**config.mk**
```make
export PLATFORM = sky130hd
export DESIGN_NAME = dpse_top
export DESIGN_NICKNAME = d
export VERILOG_FILES = /design/src/core/dpse_pkg.sv /design/src/core/dpse_top.sv
export VERILOG_INCLUDE_DIRS = /design/src /design/src/core
export SDC_FILE = /design/constraint.sdc
export NUM_CORES = 1
export LEC_CHECK = 0
export BUFFER_PORTS_ARGS = -buffer_cell sky130_fd_sc_hd__buf_2
export CAP_MARGIN = 10
export CORE_MARGIN = 2
export CORE_UTILIZATION = 58
export CTS_BUF_LIST = sky130_fd_sc_hd__clkbuf_4 sky130_fd_sc_hd__clkbuf_8
export CTS_CLUSTER_SIZE = 40
export DETAILED_ROUTE_END_ITERATION = 6
export PLACE_DENSITY = 0.81
export SYNTH_ARGS = -nofsm -noshare
export SYNTH_HDL_FRONTEND = slang
export SYNTH_SLANG_ARGS = --single-unit
```
**constraint.sdc**
```tcl
create_clock -name core_clk -period 15.26 [get_ports core_clk]
set_clock_uncertainty 0.05 [all_clocks]
set_input_delay 1.526 -clock core_clk [delete_from_list [all_inputs] [get_ports core_clk]]
set_output_delay 1.526 -clock core_clk [all_outputs]
set_load 0.005 [all_outputs]
```
**src/core/dpse_defs.svh**
```systemverilog
// offsets, field positions, reset values and counts of the paired-port shadow emulation
`ifndef DPSE_DEFS_SVH
`define DPSE_DEFS_SVH
`define DPSE_IX_ERR      4'h0
`define DPSE_IX_CNT      4'h1
`define DPSE_IX_LBL      4'h2
`define DPSE_IX_LBM      4'h3
`define DPSE_IX_LBH      4'h4
`define DPSE_IX_DEV      4'h5
`define DPSE_IX_STAT     4'h6
`define DPSE_IX_CTL      4'h7
`define DPSE_IX_IRQ_ST   4'h8
`define DPSE_IX_IRQ_MASK 4'h9
`define DPSE_IX_PSTAT    4'ha
`define DPSE_IX_TMO      4'hb
`define DPSE_STAT_RST    8'h7f
`define DPSE_REG_RST     8'hff
`define DPSE_CTL_RST     8'h00
`define DPSE_BSY_BIT     7
`define DPSE_DEV_BIT     4
`define DPSE_SOFT_RESET_BIT_BIT    2
`define DPSE_INTERRUPT_DISABLE_BIT_BIT    1
`define DPSE_CMD_DIAG    8'h90
`define DPSE_DIAG_PASS   8'h01
`define DPSE_D1_FAIL     8'h80
`define DPSE_NONE        8'h00
`define DPSE_TMO_RST     24'h0f4240
`define DPSE_IRQ_RX0     0
`define DPSE_IRQ_RX1     1
`define DPSE_IRQ_DONE    2
`define DPSE_IRQ_TMO     3
`endif

```
**src/core/dpse_pkg.sv**
```systemverilog
// types shared by the paired-port shadow emulation
package dpse_pkg;
  typedef struct packed {
    logic [7:0] features;
    logic [7:0] count;
    logic [7:0] lba_lo;
    logic [7:0] lba_mid;
    logic [7:0] lba_hi;
    logic [7:0] device;
    logic [7:0] command;
    logic [7:0] control;
  } dpse_tx_type;
  typedef struct packed {
    logic [7:0] error;
    logic [7:0] count;
    logic [7:0] lba_lo;
    logic [7:0] lba_mid;
    logic [7:0] lba_hi;
    logic [7:0] device;
    logic [7:0] status;
    logic       irq;
  } dpse_rx_type;
  typedef enum logic {MRG_IDLE, MRG_WAIT} dpse_mrg_type;
endpackage

```
**src/core/dpse_top.sv**
```systemverilog
// paired-port shadow register emulation with apb register access
//
// The APB register port and the placing of the registers are this design's own decisions.
`include "dpse_defs.svh"
module dpse_top (
  // clock and reset
  input  wire logic                        core_clk,
  input  wire logic                        rst,
  // apb slave
  input  wire logic                        psel,
  input  wire logic                        penable,
  input  wire logic                        pwrite,
  input  wire logic [11:0]                 paddr,
  input  wire logic [31:0]                 pwdata,
  output logic      [31:0]                 prdata,
  output logic                             pready,
  output logic                             pslverr,
  // physical-layer presence per port
  input  wire logic [1:0]                  port_phy_ready,
  // frames toward the devices
  output logic      [1:0]                  port_tx_valid,
  output dpse_pkg::dpse_tx_type [1:0]      port_tx_frame,
  input  wire logic [1:0]                  port_tx_ready,
  // frames from the devices
  input  wire logic [1:0]                  port_rx_valid,
  input  wire dpse_pkg::dpse_rx_type [1:0] port_rx_frame,
  // interrupts
  output logic                             host_intrq,
  output logic                             irq
);
  logic [7:0]  sh_ff [2][6];
  logic [7:0]  stat_ff [2];
  logic [7:0]  cmd_ff [2];
  logic [7:0]  ctl_ff [2];
  logic [1:0]  ipend_ff;
  logic [1:0]  pend_ff;
  logic [1:0]  txv_ff;
  dpse_pkg::dpse_tx_type [1:0] txf_ff;

  logic        dev_sel_ff;
  logic        soft_reset_bit_ff;
  logic        pready_ff;
  logic        pslverr_ff;
  logic [31:0] prdata_ff;

  logic [3:0]  irq_st_ff;
  logic [3:0]  irq_mask_ff;
  logic        irq_ff;
  logic        host_intrq_ff;
  logic [23:0] tmo_lim_ff;
  logic [23:0] cnt_ff;
  logic [1:0]  wait_ff;
  logic [1:0]  tmo_ff;
  dpse_pkg::dpse_mrg_type mrg_ff;

  // true for the six plain shadow bytes below the command byte
  function automatic logic is_plain(input logic [3:0] a);
    return a < `DPSE_IX_STAT;
  endfunction

  // apb decode
  wire        setup_end = psel & penable & ~pready_ff;
  wire        access    = psel & penable & pready_ff;
  wire [3:0]  ix        = paddr[5:2];
  wire        mapped    = (paddr[11:6] == 6'h00) && (paddr[1:0] == 2'h0)
                          && (ix <= `DPSE_IX_TMO);
  wire        wr        = access & pwrite & mapped;
  wire        rd        = access & ~pwrite & mapped;
  wire [7:0]  wb        = pwdata[7:0];
  wire        sel       = dev_sel_ff;
  wire [1:0]  present   = port_phy_ready;
  wire        is_dev    = wr && (ix == `DPSE_IX_DEV);
  wire        is_cmd    = wr && (ix == `DPSE_IX_STAT);
  wire        is_ctl    = wr && (ix == `DPSE_IX_CTL);
  wire        is_oth    = wr && (ix < `DPSE_IX_DEV);
  // adapter-only register write strobes
  wire        wr_ist    = wr && (ix == `DPSE_IX_IRQ_ST);
  wire        wr_msk    = wr && (ix == `DPSE_IX_IRQ_MASK);
  wire        wr_tmo    = wr && (ix == `DPSE_IX_TMO);
  wire        st_rd     = rd && (ix == `DPSE_IX_STAT);
  wire        diag      = is_cmd && (wb == `DPSE_CMD_DIAG);
  wire        soft_reset_bit_set  = is_ctl & wb[`DPSE_SOFT_RESET_BIT_BIT];
  // only a clear that follows a set starts the second frame
  wire        soft_reset_bit_clr  = is_ctl & ~wb[`DPSE_SOFT_RESET_BIT_BIT] & soft_reset_bit_ff;
  // secondary selected with nothing attached: primary answers as non-packet
  wire        emul0     = sel & ~present[1];
  wire        rp        = emul0 ? 1'b0 : sel;
  wire        mrg_done  = (mrg_ff == dpse_pkg::MRG_WAIT) && (wait_ff == 2'h0);
  wire        tmo_hit   = (mrg_ff == dpse_pkg::MRG_WAIT) && (cnt_ff >= tmo_lim_ff)
                          && (wait_ff != 2'h0);
  wire        mrg_start = (present != 2'h0) & (soft_reset_bit_clr | diag);

  // merge per the parallel two-device convention; a silent primary counts as absent, a silent secondary as failed
  wire        p0_ok     = present[0] & ~tmo_ff[0];
  wire        p1_fail   = present[1]
                          & (tmo_ff[1] | (sh_ff[1][0] != `DPSE_DIAG_PASS));
  wire [7:0]  mrg_err   = (p0_ok ? sh_ff[0][0] : `DPSE_NONE)
                          | (p1_fail ? `DPSE_D1_FAIL : `DPSE_NONE);
  wire [7:0]  mrg_stat  = p0_ok ? stat_ff[0] : `DPSE_NONE;

  wire [7:0]  rd_stat   = emul0 ? `DPSE_NONE : stat_ff[rp];
  wire [7:0]  rd_shadow = is_plain(ix) ? sh_ff[rp][ix[2:0]] : rd_stat;
  wire [31:0] rd_word   =
    (ix <= `DPSE_IX_CTL)      ? {24'h000000, rd_shadow} :
    (ix == `DPSE_IX_IRQ_ST)   ? {28'h0000000, irq_st_ff} :
    (ix == `DPSE_IX_IRQ_MASK) ? {28'h0000000, irq_mask_ff} :
    (ix == `DPSE_IX_PSTAT)    ? {24'h000000, tmo_ff, wait_ff, soft_reset_bit_ff, sel, present} :
                                {8'h00, tmo_lim_ff};

  wire [3:0]  irq_ev    = {tmo_hit, mrg_done, port_rx_valid};
  wire [3:0]  irq_clr   = wr_ist ? wb[3:0] : 4'h0;
  wire [3:0]  nxt_irq_st = (irq_st_ff & ~irq_clr) | irq_ev;

  // apb slave: one wait state, read data and error valid with pready
  always_ff @(posedge core_clk or posedge rst)
  begin
    if (rst)
    begin
      pready_ff  <= 1'b0;
      pslverr_ff <= 1'b0;
      prdata_ff  <= 32'h00000000;
    end
    else
    begin
      pready_ff  <= setup_end;
      pslverr_ff <= setup_end & ~mapped;
      // read data is latched in the wait state so it stands with pready
      if (setup_end)
        prdata_ff <= (~pwrite && mapped) ? rd_word : 32'h00000000;
    end
  end

  // global control state
  always_ff @(posedge core_clk or posedge rst)
  begin
    if (rst)
    begin
      dev_sel_ff  <= 1'b0;
      soft_reset_bit_ff     <= 1'b0;
      irq_st_ff   <= 4'h0;
      irq_mask_ff <= 4'h0;
      irq_ff      <= 1'b0;
      tmo_lim_ff  <= `DPSE_TMO_RST;
    end
    else
    begin
      if (is_dev)
        dev_sel_ff <= wb[`DPSE_DEV_BIT];
      if (is_ctl)
        soft_reset_bit_ff <= wb[`DPSE_SOFT_RESET_BIT_BIT];
      if (wr_msk)
        irq_mask_ff <= wb[3:0];
      if (wr_tmo)
        tmo_lim_ff <= pwdata[23:0];
      irq_st_ff <= nxt_irq_st;
      irq_ff    <= |(nxt_irq_st & irq_mask_ff);
    end
  end

  // reply wait and merge sequencer
  always_ff @(posedge core_clk or posedge rst)
  begin
    if (rst)
    begin
      mrg_ff  <= dpse_pkg::MRG_IDLE;
      wait_ff <= 2'h0;
      tmo_ff  <= 2'h0;
      cnt_ff  <= 24'h000000;
    end
    else
    begin
      case (mrg_ff)
        dpse_pkg::MRG_IDLE:
        begin
          if (mrg_start)
          begin
            mrg_ff  <= dpse_pkg::MRG_WAIT;
            wait_ff <= present;
            tmo_ff  <= 2'h0;
            cnt_ff  <= 24'h000000;
          end
        end
        dpse_pkg::MRG_WAIT:
        begin
          cnt_ff <= cnt_ff + 24'h000001;
          if (mrg_done)
            mrg_ff <= dpse_pkg::MRG_IDLE;
          // a reply in the timeout cycle still counts as an answer
          else if (tmo_hit)
          begin
            tmo_ff  <= wait_ff & ~port_rx_valid;
            wait_ff <= 2'h0;
          end
          else
            wait_ff <= wait_ff & ~port_rx_valid;
        end
        default:
          mrg_ff <= dpse_pkg::MRG_IDLE;
      endcase
    end
  end

  // one shadow set and one frame sender per port
  generate
    for (genvar g = 0; g < 2; g++)
    begin : gen_port
      wire pick   = (sel == 1'(g));
      wire wr_en  = present[g] & (is_dev | is_ctl | diag
                    | ((is_oth | is_cmd) & pick));
      wire send   = present[g] & (soft_reset_bit_set | soft_reset_bit_clr | diag
                    | (is_cmd & pick));
      wire busy_flag    = send & (is_cmd | soft_reset_bit_set);
      wire iclr   = soft_reset_bit_set | ((is_cmd | st_rd) & pick & ~emul0);
      wire ld_mrg = mrg_done & (g == 0);
      wire load   = pend_ff[g] & (~txv_ff[g] | port_tx_ready[g]);
      // frame image of this port's shadow set
      wire dpse_pkg::dpse_tx_type img = {sh_ff[g][0], sh_ff[g][1], sh_ff[g][2], sh_ff[g][3],
                                         sh_ff[g][4], sh_ff[g][5], cmd_ff[g], ctl_ff[g]};

      always_ff @(posedge core_clk or posedge rst)
      begin
        if (rst)
        begin
          // shadows read 0x7f and 0xff until the first device frame lands
          for (int i = 0; i < 6; i++)
            sh_ff[g][i] <= `DPSE_REG_RST;
          stat_ff[g] <= `DPSE_STAT_RST;
          cmd_ff[g]  <= `DPSE_REG_RST;
          ctl_ff[g]  <= `DPSE_CTL_RST;
        end
        else
        begin
          if (port_rx_valid[g])
          begin
            sh_ff[g][0] <= port_rx_frame[g].error;
            sh_ff[g][1] <= port_rx_frame[g].count;
            sh_ff[g][2] <= port_rx_frame[g].lba_lo;
            sh_ff[g][3] <= port_rx_frame[g].lba_mid;
            sh_ff[g][4] <= port_rx_frame[g].lba_hi;
            sh_ff[g][5] <= port_rx_frame[g].device;
            stat_ff[g]  <= port_rx_frame[g].status;
          end
          if (wr_en)
          begin
            if (is_plain(ix))
              sh_ff[g][ix[2:0]] <= wb;
            else if (ix == `DPSE_IX_STAT)
              cmd_ff[g] <= wb;
            else
              ctl_ff[g] <= wb;
          end
          if (busy_flag)
            stat_ff[g][`DPSE_BSY_BIT] <= 1'b1;
          if (ld_mrg)
          begin
            sh_ff[g][0] <= mrg_err;
            stat_ff[g]  <= mrg_stat;
          end
        end
      end

      // a second request while a frame is in flight is held, never dropped
      always_ff @(posedge core_clk or posedge rst)
      begin
        if (rst)
        begin
          ipend_ff[g] <= 1'b0;
          pend_ff[g]  <= 1'b0;
          txv_ff[g]   <= 1'b0;
          txf_ff[g]   <= '0;
        end
        else
        begin
          ipend_ff[g] <= (port_rx_valid[g] & port_rx_frame[g].irq) | (ipend_ff[g] & ~iclr);
          pend_ff[g]  <= send | (pend_ff[g] & ~load);
          if (load)
          begin
            txv_ff[g] <= 1'b1;
            txf_ff[g] <= img;
          end
          else if (port_tx_ready[g])
            txv_ff[g] <= 1'b0;
        end
      end
    end
  endgenerate

  // host interrupt follows the primary port only
  always_ff @(posedge core_clk or posedge rst)
  begin
    if (rst)
      host_intrq_ff <= 1'b0;
    else
      host_intrq_ff <= ipend_ff[0] & ~sel & ~ctl_ff[0][`DPSE_INTERRUPT_DISABLE_BIT_BIT];
  end

  assign prdata        = prdata_ff;
  assign pready        = pready_ff;
  assign pslverr       = pslverr_ff;
  assign port_tx_valid = txv_ff;
  assign port_tx_frame = txf_ff;
  assign host_intrq    = host_intrq_ff;
  assign irq           = irq_ff;
endmodule

```
# Yosys cells after proc, flatten, opt, wreduce, memory -nomap -nowiden
# Index checks and enable logic that the tools add are counted.
# word_totals
regBits,376
latchBits,0
ram_bits,0
romBits,0
input_bits,169
out_inout_bits,166
word_cells,246
n_memories,0
# classes
addsub,1
multipliers,0
div,0
order_cmp,8
n_eq_ne,13
shifts,0
mux,54
bitwise,80
reduce_logical,35
# ops
cell,count
48-bit 2-to-1 mux,9
24-bit 2-to-1 mux,6
8-bit 2-to-1 mux,15
48-bit bitwise mux,2
24-bit case mux with 2 select lines,1
1-bit bitwise AND,35
"24-bit by 1-bit adder with 24-bit output, second input constant",1
8-bit binary-select mux with 3-bit select,1
8-bit demux with 3-bit select,1
24-bit greater-or-equal comparator,1
1-bit bitwise OR,19
1-bit inverter,17
"4-bit equality test, second input constant",4
1-bit logical AND,16
3-bit AND reduction,5
"4-bit by 3-bit equality test with 1-bit output, second input constant",3
2-bit 2-to-1 mux,6
2-bit nonzero test,6
1-bit 2-to-1 mux,9
4-bit bitwise AND,2
"8-bit equality test, second input constant",1
"4-bit by 3-bit < comparator with 1-bit output, second input constant",2
"8-bit by 1-bit inequality test with 1-bit output, second input constant",1
8-bit bitwise OR,1
21 further kinds,27

# Depth between registers and ports, before layout
# Gate-level depths: netlist of run 1.
# depth
word_depth,14
depth_mapped,10
ltp_nobuf,8

# Worst setup path after synthesis of run 1
# Ideal clock, no wire load.
# synth_timing
path_kind,input to register
start,in paddr[2]
end,reg ctl_ff[13] (netlist name)
setup_ps,125
arrival_time_ps,3231
required_ps,15085
setup_slack_ps,11854
cell_stages,8
path_buffers,2
cell_sequence,buf_2 > and4bb_1 > nand3_1 > o32a_1 > o21ai_2 > and3_1 > buf_2 > mux2_2
# synth_between
elab_chain_cells,9
word_cells_on_any_way,22
classes_between,order compare: 3; eq/ne: 3; bitwise: 9; reduce/logical: 7
# synth_lines
element,line_no,text
start: declaration,dpse_top.sv:13,"input wire logic [11:0] paddr,"
4-bit <= comparator (no source line),-,
1-bit logical AND,dpse_top.sv:65,wire mapped = (paddr[11:6] == 6'h00) && (paddr[1:0] == 2'h0)
1-bit bitwise AND,dpse_top.sv:67,wire wr = access & pwrite & mapped;
"1-bit logical AND, on equally long branches",-,
"1-bit bitwise OR, or another cell as far along",dpse_top.sv:208,wire wr_en = present[g] & (is_dev | is_ctl | diag
1-bit bitwise OR / 1-bit bitwise AND (equally long branches),"dpse_top.sv:208, dpse_top.sv:209",
1-bit bitwise OR,dpse_top.sv:209,| ((is_oth | is_cmd) & pick));
1-bit bitwise AND,dpse_top.sv:208,
3-bit AND reduction (no source line) *,-,
end signal: indexed assignment,dpse_top.sv:229,ctl_ff[g] <= `DPSE_CTL_RST;
end signal: indexed assignment,dpse_top.sv:250,ctl_ff[g] <= wb;
end: declaration,dpse_top.sv:34,logic [7:0] ctl_ff [2];
# Every way passes the cells marked *; elsewhere a longest branch is shown, timed or not.
# A chain may end at the register's enable or synchronous reset.

# Worst setup path in the final report of run 1
# layout_timing
start,in paddr[3]
end,"reg sh_ff, in the netlist gen_port[0].img[35]"
# layout_between
elab_chain_cells,9
word_cells_on_any_way,28
classes_between,order compare: 5; eq/ne: 3; mux: 5; bitwise: 8; reduce/logical: 7
# layout_lines
element,line_no,text
4-bit <= comparator (no source line),-,
1-bit logical AND,dpse_top.sv:65,
1-bit bitwise AND,dpse_top.sv:67,
"1-bit logical AND, on equally long branches",-,
"1-bit bitwise OR, or another cell as far along",dpse_top.sv:208,
1-bit bitwise OR / 1-bit bitwise AND (equally long branches),"dpse_top.sv:208, dpse_top.sv:209",
1-bit bitwise OR,dpse_top.sv:209,
1-bit bitwise AND,dpse_top.sv:208,
48-bit 2-to-1 mux *,dpse_top.sv:243,if (wr_en)
end signal: indexed assignment,dpse_top.sv:239,sh_ff[g][4] <= port_rx_frame[g].lba_hi;
end signal: indexed assignment,dpse_top.sv:240,sh_ff[g][5] <= port_rx_frame[g].device;
end signal: indexed assignment,dpse_top.sv:246,sh_ff[g][ix[2:0]] <= wb;
end: declaration,dpse_top.sv:31,logic [7:0] sh_ff [2][6];
# Marks and branches as above.

==> results.txt, run 1 <==
----------------------------------------------------
[Timing]
  Final hold violation count ... 0
  Final Max Slew Viols ... 0
  Achievable frequency ... 253 MHz
  Min Tclk post-route ... 3.95 ns
  Summed negative setup slack over all endpoints ... 0 ns
  Tightest Pin Transition ... 1.18 ns
  Number of failing setup endpoints in the final timing report ... 0
  Remaining max-slew budget at the tightest pin ... 21.5%
  Unrepaired setup endpoints after global routing ... false
  Tcrit/Tclk final ... 25.9%

[Setup path]
  CP Buf/Inv Count ... 1
  Most numerous cell on the critical path ... nand3_1
  Critical path's slowest cell ... nand3_1
  Worst R2R Start ... dev_sel_ff$_DFFE_PP0N_
  Flop-to-flop setup slack ... 12.02 ns
  Cell family contributing the most delay on the critical path ... simple AND/OR/NAND/NOR gates
  CP Max Fanout ... 23
  Setup crit start kind ... primary input
  Cell chain of the critical path ... buf_2 -> and4bb_1 -> nand3_1 -> a211oi_1 -> nand3_1 -> nor2_1 -> a21oi_1
  Delay contributed by the slowest stage of the critical path ... 0.66 ns
  Data arrival time of the worst path ... 4.39 ns
  R2R cell count ... 7
  WP depth ... 7
  Type of the worst setup path ... primary input to flop
  Destination of the worst register-to-register timing path ... prdata[4]$_DFFE_PP0P_
  WP data required ... 15.70 ns
  Worst setup EP type ... flop

[Clock network]
  CTS resizes ... 0
  Cts-stage hold buffer count ... 0
  Buffers from clock root to sink, at most ... 3
  Latest clock arrival within the worst-skew pair ... 0.61 ns
  Clock Pin Slew Worst Setup and Hold Paths ... 0.07 ns
  Clock Sink Count ... 368
  Root buffer cell ... clkbuf_8
  TritonCTS clock tree ... done
  Number of clock buffers inserted by TritonCTS ... 60
  Post CTS Setup Buffer Count ... 0
  Number of H-tree levels ... 2

[Drt]
  First-pass DRT Iterations ... 5
  Wire length after detailed routing ... 50800 µm
  Antenna Violating Nets Remaining ... 0
  Drt initial violations ... 1045
  Total number of vias ... 13.0k
  Via density per instance ... 6.01
  WL/cell ... 23.5 µm
  DR DRC count ... 0

[Yosys]
  Sequential area share after synthesis ... 52.7%
  Area share of and/or/nand/nor cells after synthesis ... 8.12%
  Total of flip-flops plus latches after synthesis ... 368
  Multiplexer share of the synthesized area ... 26.6%
  XOR/XNOR share of the synthesized area ... 0.295%
  Post-synth cell types ... 78
  Async SR Flop Fraction ... 100%
  Main combinational cell family by area after synthesis ... multiplexers
  Number of warnings printed during yosys synthesis ... 0
  Synth Cell Area ... 17800 µm²
  Top area cells in the synthesized netlist ... dfrtp_1, mux2_2, dfstp_2
  Number of enable-type register cells in the synthesized netlist ... 0
  Number of standard cells after synthesis ... 1395
  Fraction of synthesized cell area taken by the top area cell type ... 33.1%
  Fraction of the mapped netlist area in compound gates ... 7.06%
  Dominant synthesized flop cell ... dfrtp_1
  Post-synth top area cell ... dfrtp_1
  Synthesized-area fraction occupied by adder cells ... 1.76%
  Syn avg cell area ... 12.8 µm²

[Worst hold path]
  Worst Hold Depth ... 1
  Kind of path behind the tightest hold check ... flop to flop
  Hold path startpoint ... ctl_ff[9]$_DFFE_PP0P_
  End of the worst hold path ... host_intrq$_DFF_PP0_

[Die]
  Chip height ... 179 µm
  Initial core utilization ... 58.5%
  Horizontal extent of the die ... 179 µm
  DIE AREA ... 32100 µm²
  Area of the core region ... 30400 µm²
  Standard-cell row count ... 64
  Boundary Pins ... 335

[Finish]
  FF+latch area ... 9380 µm²
  Post-layout instance area ... 20900 µm²
  Commonest cells after routing, fill and taps aside ... mux2_2, buf_2, dfrtp_1
  Fill cells ... 2193
  Fraction of final layout cells with drive strength greater than 1 ... 55.7%
  Layout-stage area growth over the synthesis result ... 17.8%
  Layout Nets ... 1891
  Area of combinational cells with multiple inputs ... 7840 µm²
  Most common library cell in the layout ignoring fill and taps ... mux2_2

[Pwr]
  Reported leakage power ... 10.4 nW
  Total Power ... 0.00218 W
  Maximum ir drop on the vdd rail ... 0.0645 mV
  Pwr dens ... 104 nW/µm²

[Place]
  PortBufs ... 317
  Final estimated routing congestion in global placement ... 0.907
  Detailed placement HPWL ... 34400 µm
  Placed cell areas ... 19500 µm²

[Global routing]
  Antenna violations before repair ... 16
  Overall global routing resource usage ... 31.1%
  Number of global-route vias before repair ... 12.9k
  Total overflow reported by the global router ... 0
  Pin count of the biggest net entering global routing ... 135
  Global-route wire length before repair ... 75200 µm

[Outcome]
  Outcome ... complete, no violations

[Run]
  Maximum capacitance violations ... 0

----------------------------------------------------
[final cells by class]
cell class	count	share of cell area, %
Sequential cell	368	44.8
Multi-Input combinational cell	903	37.4
Timing Repair Buffer	330	8.04
Clock buffer	102	6.04
Tap cell	396	2.37
Inverter	34	0.645
Clock inverter	11	0.520
Antenna cell	17	0.203
[how the worst max path moves through the flow]
| stage | from | end | slack [ns] |
|---|---|---|---|
| finish | paddr[3] | gen_port[0].img[35]$_DFF_PP1_ | 11.31 |
| global route | paddr[4] | gen_port[0].img[35]$_DFF_PP1_ | 11.20 |
| CTS | pwdata[4] | gen_port[0].img[35]$_DFF_PP1_ | 11.46 |
| detailed placement | pwdata[4] | gen_port[0].img[34]$_DFF_PP1_ | 10.92 |
| global placement | paddr[3] | gen_port[0].img[38]$_DFF_PP1_ | 11.04 |
| floorplan | rst | cnt_ff[0]$_DFFE_PP0P_ | 3.69 |
[sequential cells by signal, summed over array words and instances, names as in the netlist, 2 cells and up]
register	cells
tmo_lim_ff	24
cnt_ff	24
port_tx_frame	128
ctl_ff	16
irq_st_ff	4
pend_ff	2
stat_ff	16
gen_port.img	96
wait_ff	2
port_tx_valid	2
irq_mask_ff	4
tmo_ff	2
cmd_ff	16
prdata	24
[synth_stat cells (4+ instances only)]
master,instances
mux2_2,332
dfrtp_1,235
dfstp_2,133
nand2_1,92
clkbuf_1,54
mux2i_1,52
nor2_1,51
a21oi_1,47
inv_1,34
nand3_1,30
ha_1,25
buf_2,23
o21ai_0,23
mux2_4,20
a22o_1,19
nand4_1,17
nor2b_1,17
buf_4,12
and3_1,11
a22o_2,10
o221ai_1,9
mux4_2,8
a21o_1,7
a22oi_1,7
a31oi_1,7
nand2b_1,7
nor3_1,6
a32oi_1,5
and4_1,5
buf_6,5
o211ai_1,5
or3_1,5
nor4b_1,4
o221a_2,4
o22ai_1,4
[worst reg2reg max path: stages (launching register included)]
cell and delay, ns:
dfrtp_1 0.88, nand2_1 0.59, buf_4 0.42, mux2i_1 0.28
o22a_1 0.21, o22ai_1 0.10, or3_1 0.38, a22o_1 0.21
[routing by layer]
metal	up-vias	wire [µm]	part of all wire (%)	global-route usage (%)
met4	6	1810	3.6	11.6
met5	-	34	0.067	0
met2	606	24000	47	49.7
met3	115	4310	8.5	7.65
li1	5685	-	-	-
met1	6574	20600	41	41.3
[stage by stage]
stage               cells  setup slack (ns)  util, %  hold WS, ns
global route         2153             11.20     68.8        0.424
finish               2161             11.31     68.8        0.389
CTS                  2144             11.46     68.7        0.389
global placement     2031             11.04     64.2        0.389
floorplan            1402              3.69        -        0.365
detailed placement   2031             10.92     64.2        0.388
[power breakdown]
group | switching (W) | total, W | internal [W]
combinational | 0.0000903 | 0.000165 | 0.0000743
clock | 0.000401 | 0.000956 | 0.000555
sequential | 0.0000299 | 0.00106 | 0.00103
[logic make-up after synthesis]
| group | after synthesis |
|---|---|
| mux | 412 |
| flops | 368 |
| simple gates | 276 |
| compound gates | 176 |
| buf+inv | 131 |
| fa+ha+maj | 25 |
| xor+xnor | 6 |
| other cells | 1 |
No activity file was read; power rests on OpenSTA's default activity.
==> run 2: changes to the inputs <==
==> constraint.sdc (replaced) <==
create_clock -name core_clk -period 4.1 [get_ports core_clk]
set_clock_uncertainty 0.05 [all_clocks]
set_input_delay 0.41 -clock core_clk [delete_from_list [all_inputs] [get_ports core_clk]]
set_output_delay 0.41 -clock core_clk [all_outputs]
set_load 0.005 [all_outputs]
==> results.txt, run 2 (synthesis results as in run 1) <==
----------------------------------------------------
[Outcome]
  Outcome ... complete, no violations

[Die]
  Standard-cell row count ... 64
  Horizontal extent of the die ... 179 µm
  Boundary Pins ... 335
  Chip height ... 179 µm
  DIE AREA ... 32100 µm²
  Area of the core region ... 30400 µm²
  Initial core utilization ... 58.5%

[Global routing]
  Overall global routing resource usage ... 31.7%
  Pin count of the biggest net entering global routing ... 75
  Total overflow reported by the global router ... 0
  Number of global-route vias before repair ... 13.3k
  Global-route wire length before repair ... 76400 µm
  Antenna violations before repair ... 11

[Clock network]
  Number of H-tree levels ... 2
  Latest clock arrival within the worst-skew pair ... 0.60 ns
  Number of clock buffers inserted by TritonCTS ... 59
  Post CTS Setup Buffer Count ... 0
  Root buffer cell ... clkbuf_8
  Buffers from clock root to sink, at most ... 3
  Clock Pin Slew Worst Setup and Hold Paths ... 0.06 ns
  TritonCTS clock tree ... done
  Clock Sink Count ... 368
  CTS resizes ... 0

[Setup path]
  Delay contributed by the slowest stage of the critical path ... 0.66 ns
  Cell chain of the critical path ... buf_2 -> nor4b_1 -> nand3_1 -> a211oi_1 -> nand3_1 -> nor2_1 -> a21oi_1
  WP data required ... 4.54 ns
  Data arrival time of the worst path ... 3.34 ns
  Most numerous cell on the critical path ... nand3_1
  Critical path's slowest cell ... nor4b_1
  Type of the worst setup path ... primary input to flop
  Worst setup EP type ... flop
  Setup crit start kind ... primary input
  CP Max Fanout ... 21

[Timing]
  Achievable frequency ... 345 MHz
  Final hold violation count ... 0
  Fin worst setup slack ... 1.20 ns
  Final Max Slew Viols ... 0
  Summed negative setup slack over all endpoints ... 0 ns
  Remaining max-slew budget at the tightest pin ... 34.8%
  Hold slack ... 0.0299 ns
  Tightest Pin Transition ... 0.978 ns
  Min Tclk post-route ... 2.90 ns
  Number of failing setup endpoints in the final timing report ... 0
  Unrepaired setup endpoints after global routing ... false
  Tcrit/Tclk final ... 70.6%

[Place]
  Pre-CTS setup slack ... 0.719 ns
  PortBufs ... 317
  Detailed placement HPWL ... 35500 µm
  Final estimated routing congestion in global placement ... 0.917

[Finish]
  Most common library cell in the layout ignoring fill and taps ... mux2_2
  Commonest cells after routing, fill and taps aside ... mux2_2, buf_2, dfrtp_1
  Area of combinational cells with multiple inputs ... 7850 µm²
  FF+latch area ... 9380 µm²
  Flip-flop count of the largest register after layout ... 128
  Fraction of final layout cells with drive strength greater than 1 ... 55.0%
  Fill cells ... 2152
  Util after Layout ... 70.2%
  Layout-stage area growth over the synthesis result ... 20.0%
  Layout Nets ... 1932

[Drt]
  Drt initial violations ... 1109
  Via density per instance ... 5.98
  Antenna Violating Nets Remaining ... 0
  Total number of vias ... 13.1k
  DR DRC count ... 0
  First-pass DRT Iterations ... 6
  Wire length after detailed routing ... 51200 µm
  WL/cell ... 23.3 µm

[Run]
  Maximum capacitance violations ... 0

[Pwr]
  Power share of the sequential group ... 48.9%
  Reported leakage power ... 10.6 nW
  Pwr dens ... 378 nW/µm²
  Switching power summed over all nets ... 0.00193 W
  Proportion of power drawn by the clock network ... 43.0%
  Switching part of the total power ... 23.9%
  Internal ... 0.00615 W
  Combinational group share of total power ... 8.1%
  Maximum ir drop on the vdd rail ... 0.329 mV
  Total Power ... 0.00808 W

[Worst hold path]
  Kind of path behind the tightest hold check ... primary input to flop

----------------------------------------------------
[run 2: stage by stage]
| step | instances | area (µm²) |
|---|---|---|
| 2_1_floorplan | 1402 | 17800 |
| 3_3_place_gp | 2042 | 19700 |
| 3_5_place_dp | 2042 | 19700 |
| 4_1_cts | 2182 | 21300 |
| 5_1_grt | 2191 | 21300 |
| 6_report | 2193 | 21300 |
[run 2: metal layers]
metal  wire length (µm)  GRT usage (%)  vias up
li1                   -              -     5772
met1              20600           41.8     6636
met2              24000           49.8      577
met3               4570           8.46      130
met4               2010           13.2        6
met5                 45              0        -
[run 2: final cells by class]
class                      instances  area share, %
sequential                       368           43.9
multi-input combinational        903           36.8
timing repair buffer             372           10.1
clock buffer                     103           5.76
tap                              396           2.32
inverter                          34          0.615
clock inverter                     8          0.457
antenna                            9          0.105
[run 2: what timing repair did]
item / 4_1_cts / 5_1_grt
setup endpoints to repair: 0 / 0
hold endpoints to repair: 29 / 8
hold buffers: 29 / 1
[run 2: worst paths after layout]
kind | start | endpoint | slack (ns) | cells past startpoint
max in group asynchronous | rst | gen_port[1].img[37]$_DFF_PP1_ | 2.77 | 5
min | port_rx_frame[3] | stat_ff[10]$_DFFE_PP1P_ | 0.03 | 2
max reg2reg | dev_sel_ff$_DFFE_PP0N_ | prdata[0]$_DFFE_PP0P_ | 1.31 | 8
min reg2reg | ctl_ff[9]$_DFFE_PP0P_ | host_intrq$_DFF_PP0_ | 0.43 | 1
max | pwdata[0] | gen_port[0].img[35]$_DFF_PP1_ | 1.20 | 7
min in group asynchronous | rst | cnt_ff[14]$_DFFE_PP0P_ | 0.25 | 3
[run 2: power groups by stage]
stage | registers, W | logic [W] | clock network [W]
6_report | 0.00395 | 0.000655 | 0.00348
5_1_grt | 0.00396 | 0.000705 | 0.00369
4_1_cts | 0.00394 | 0.000649 | 0.00352
3_5_place_dp | 0.00400 | 0.000621 | 0
3_3_place_gp | 0.00399 | 0.000604 | 0
2_1_floorplan | 0.00395 | 0.000406 | 0
[run 2: critical path, delay by kind of cell]
family,cells,cell delay (ns)
buffers and inverters,1,0.32
and+or+nand+nor,4,1.95
AOI/OAI and AO/OA,2,0.64
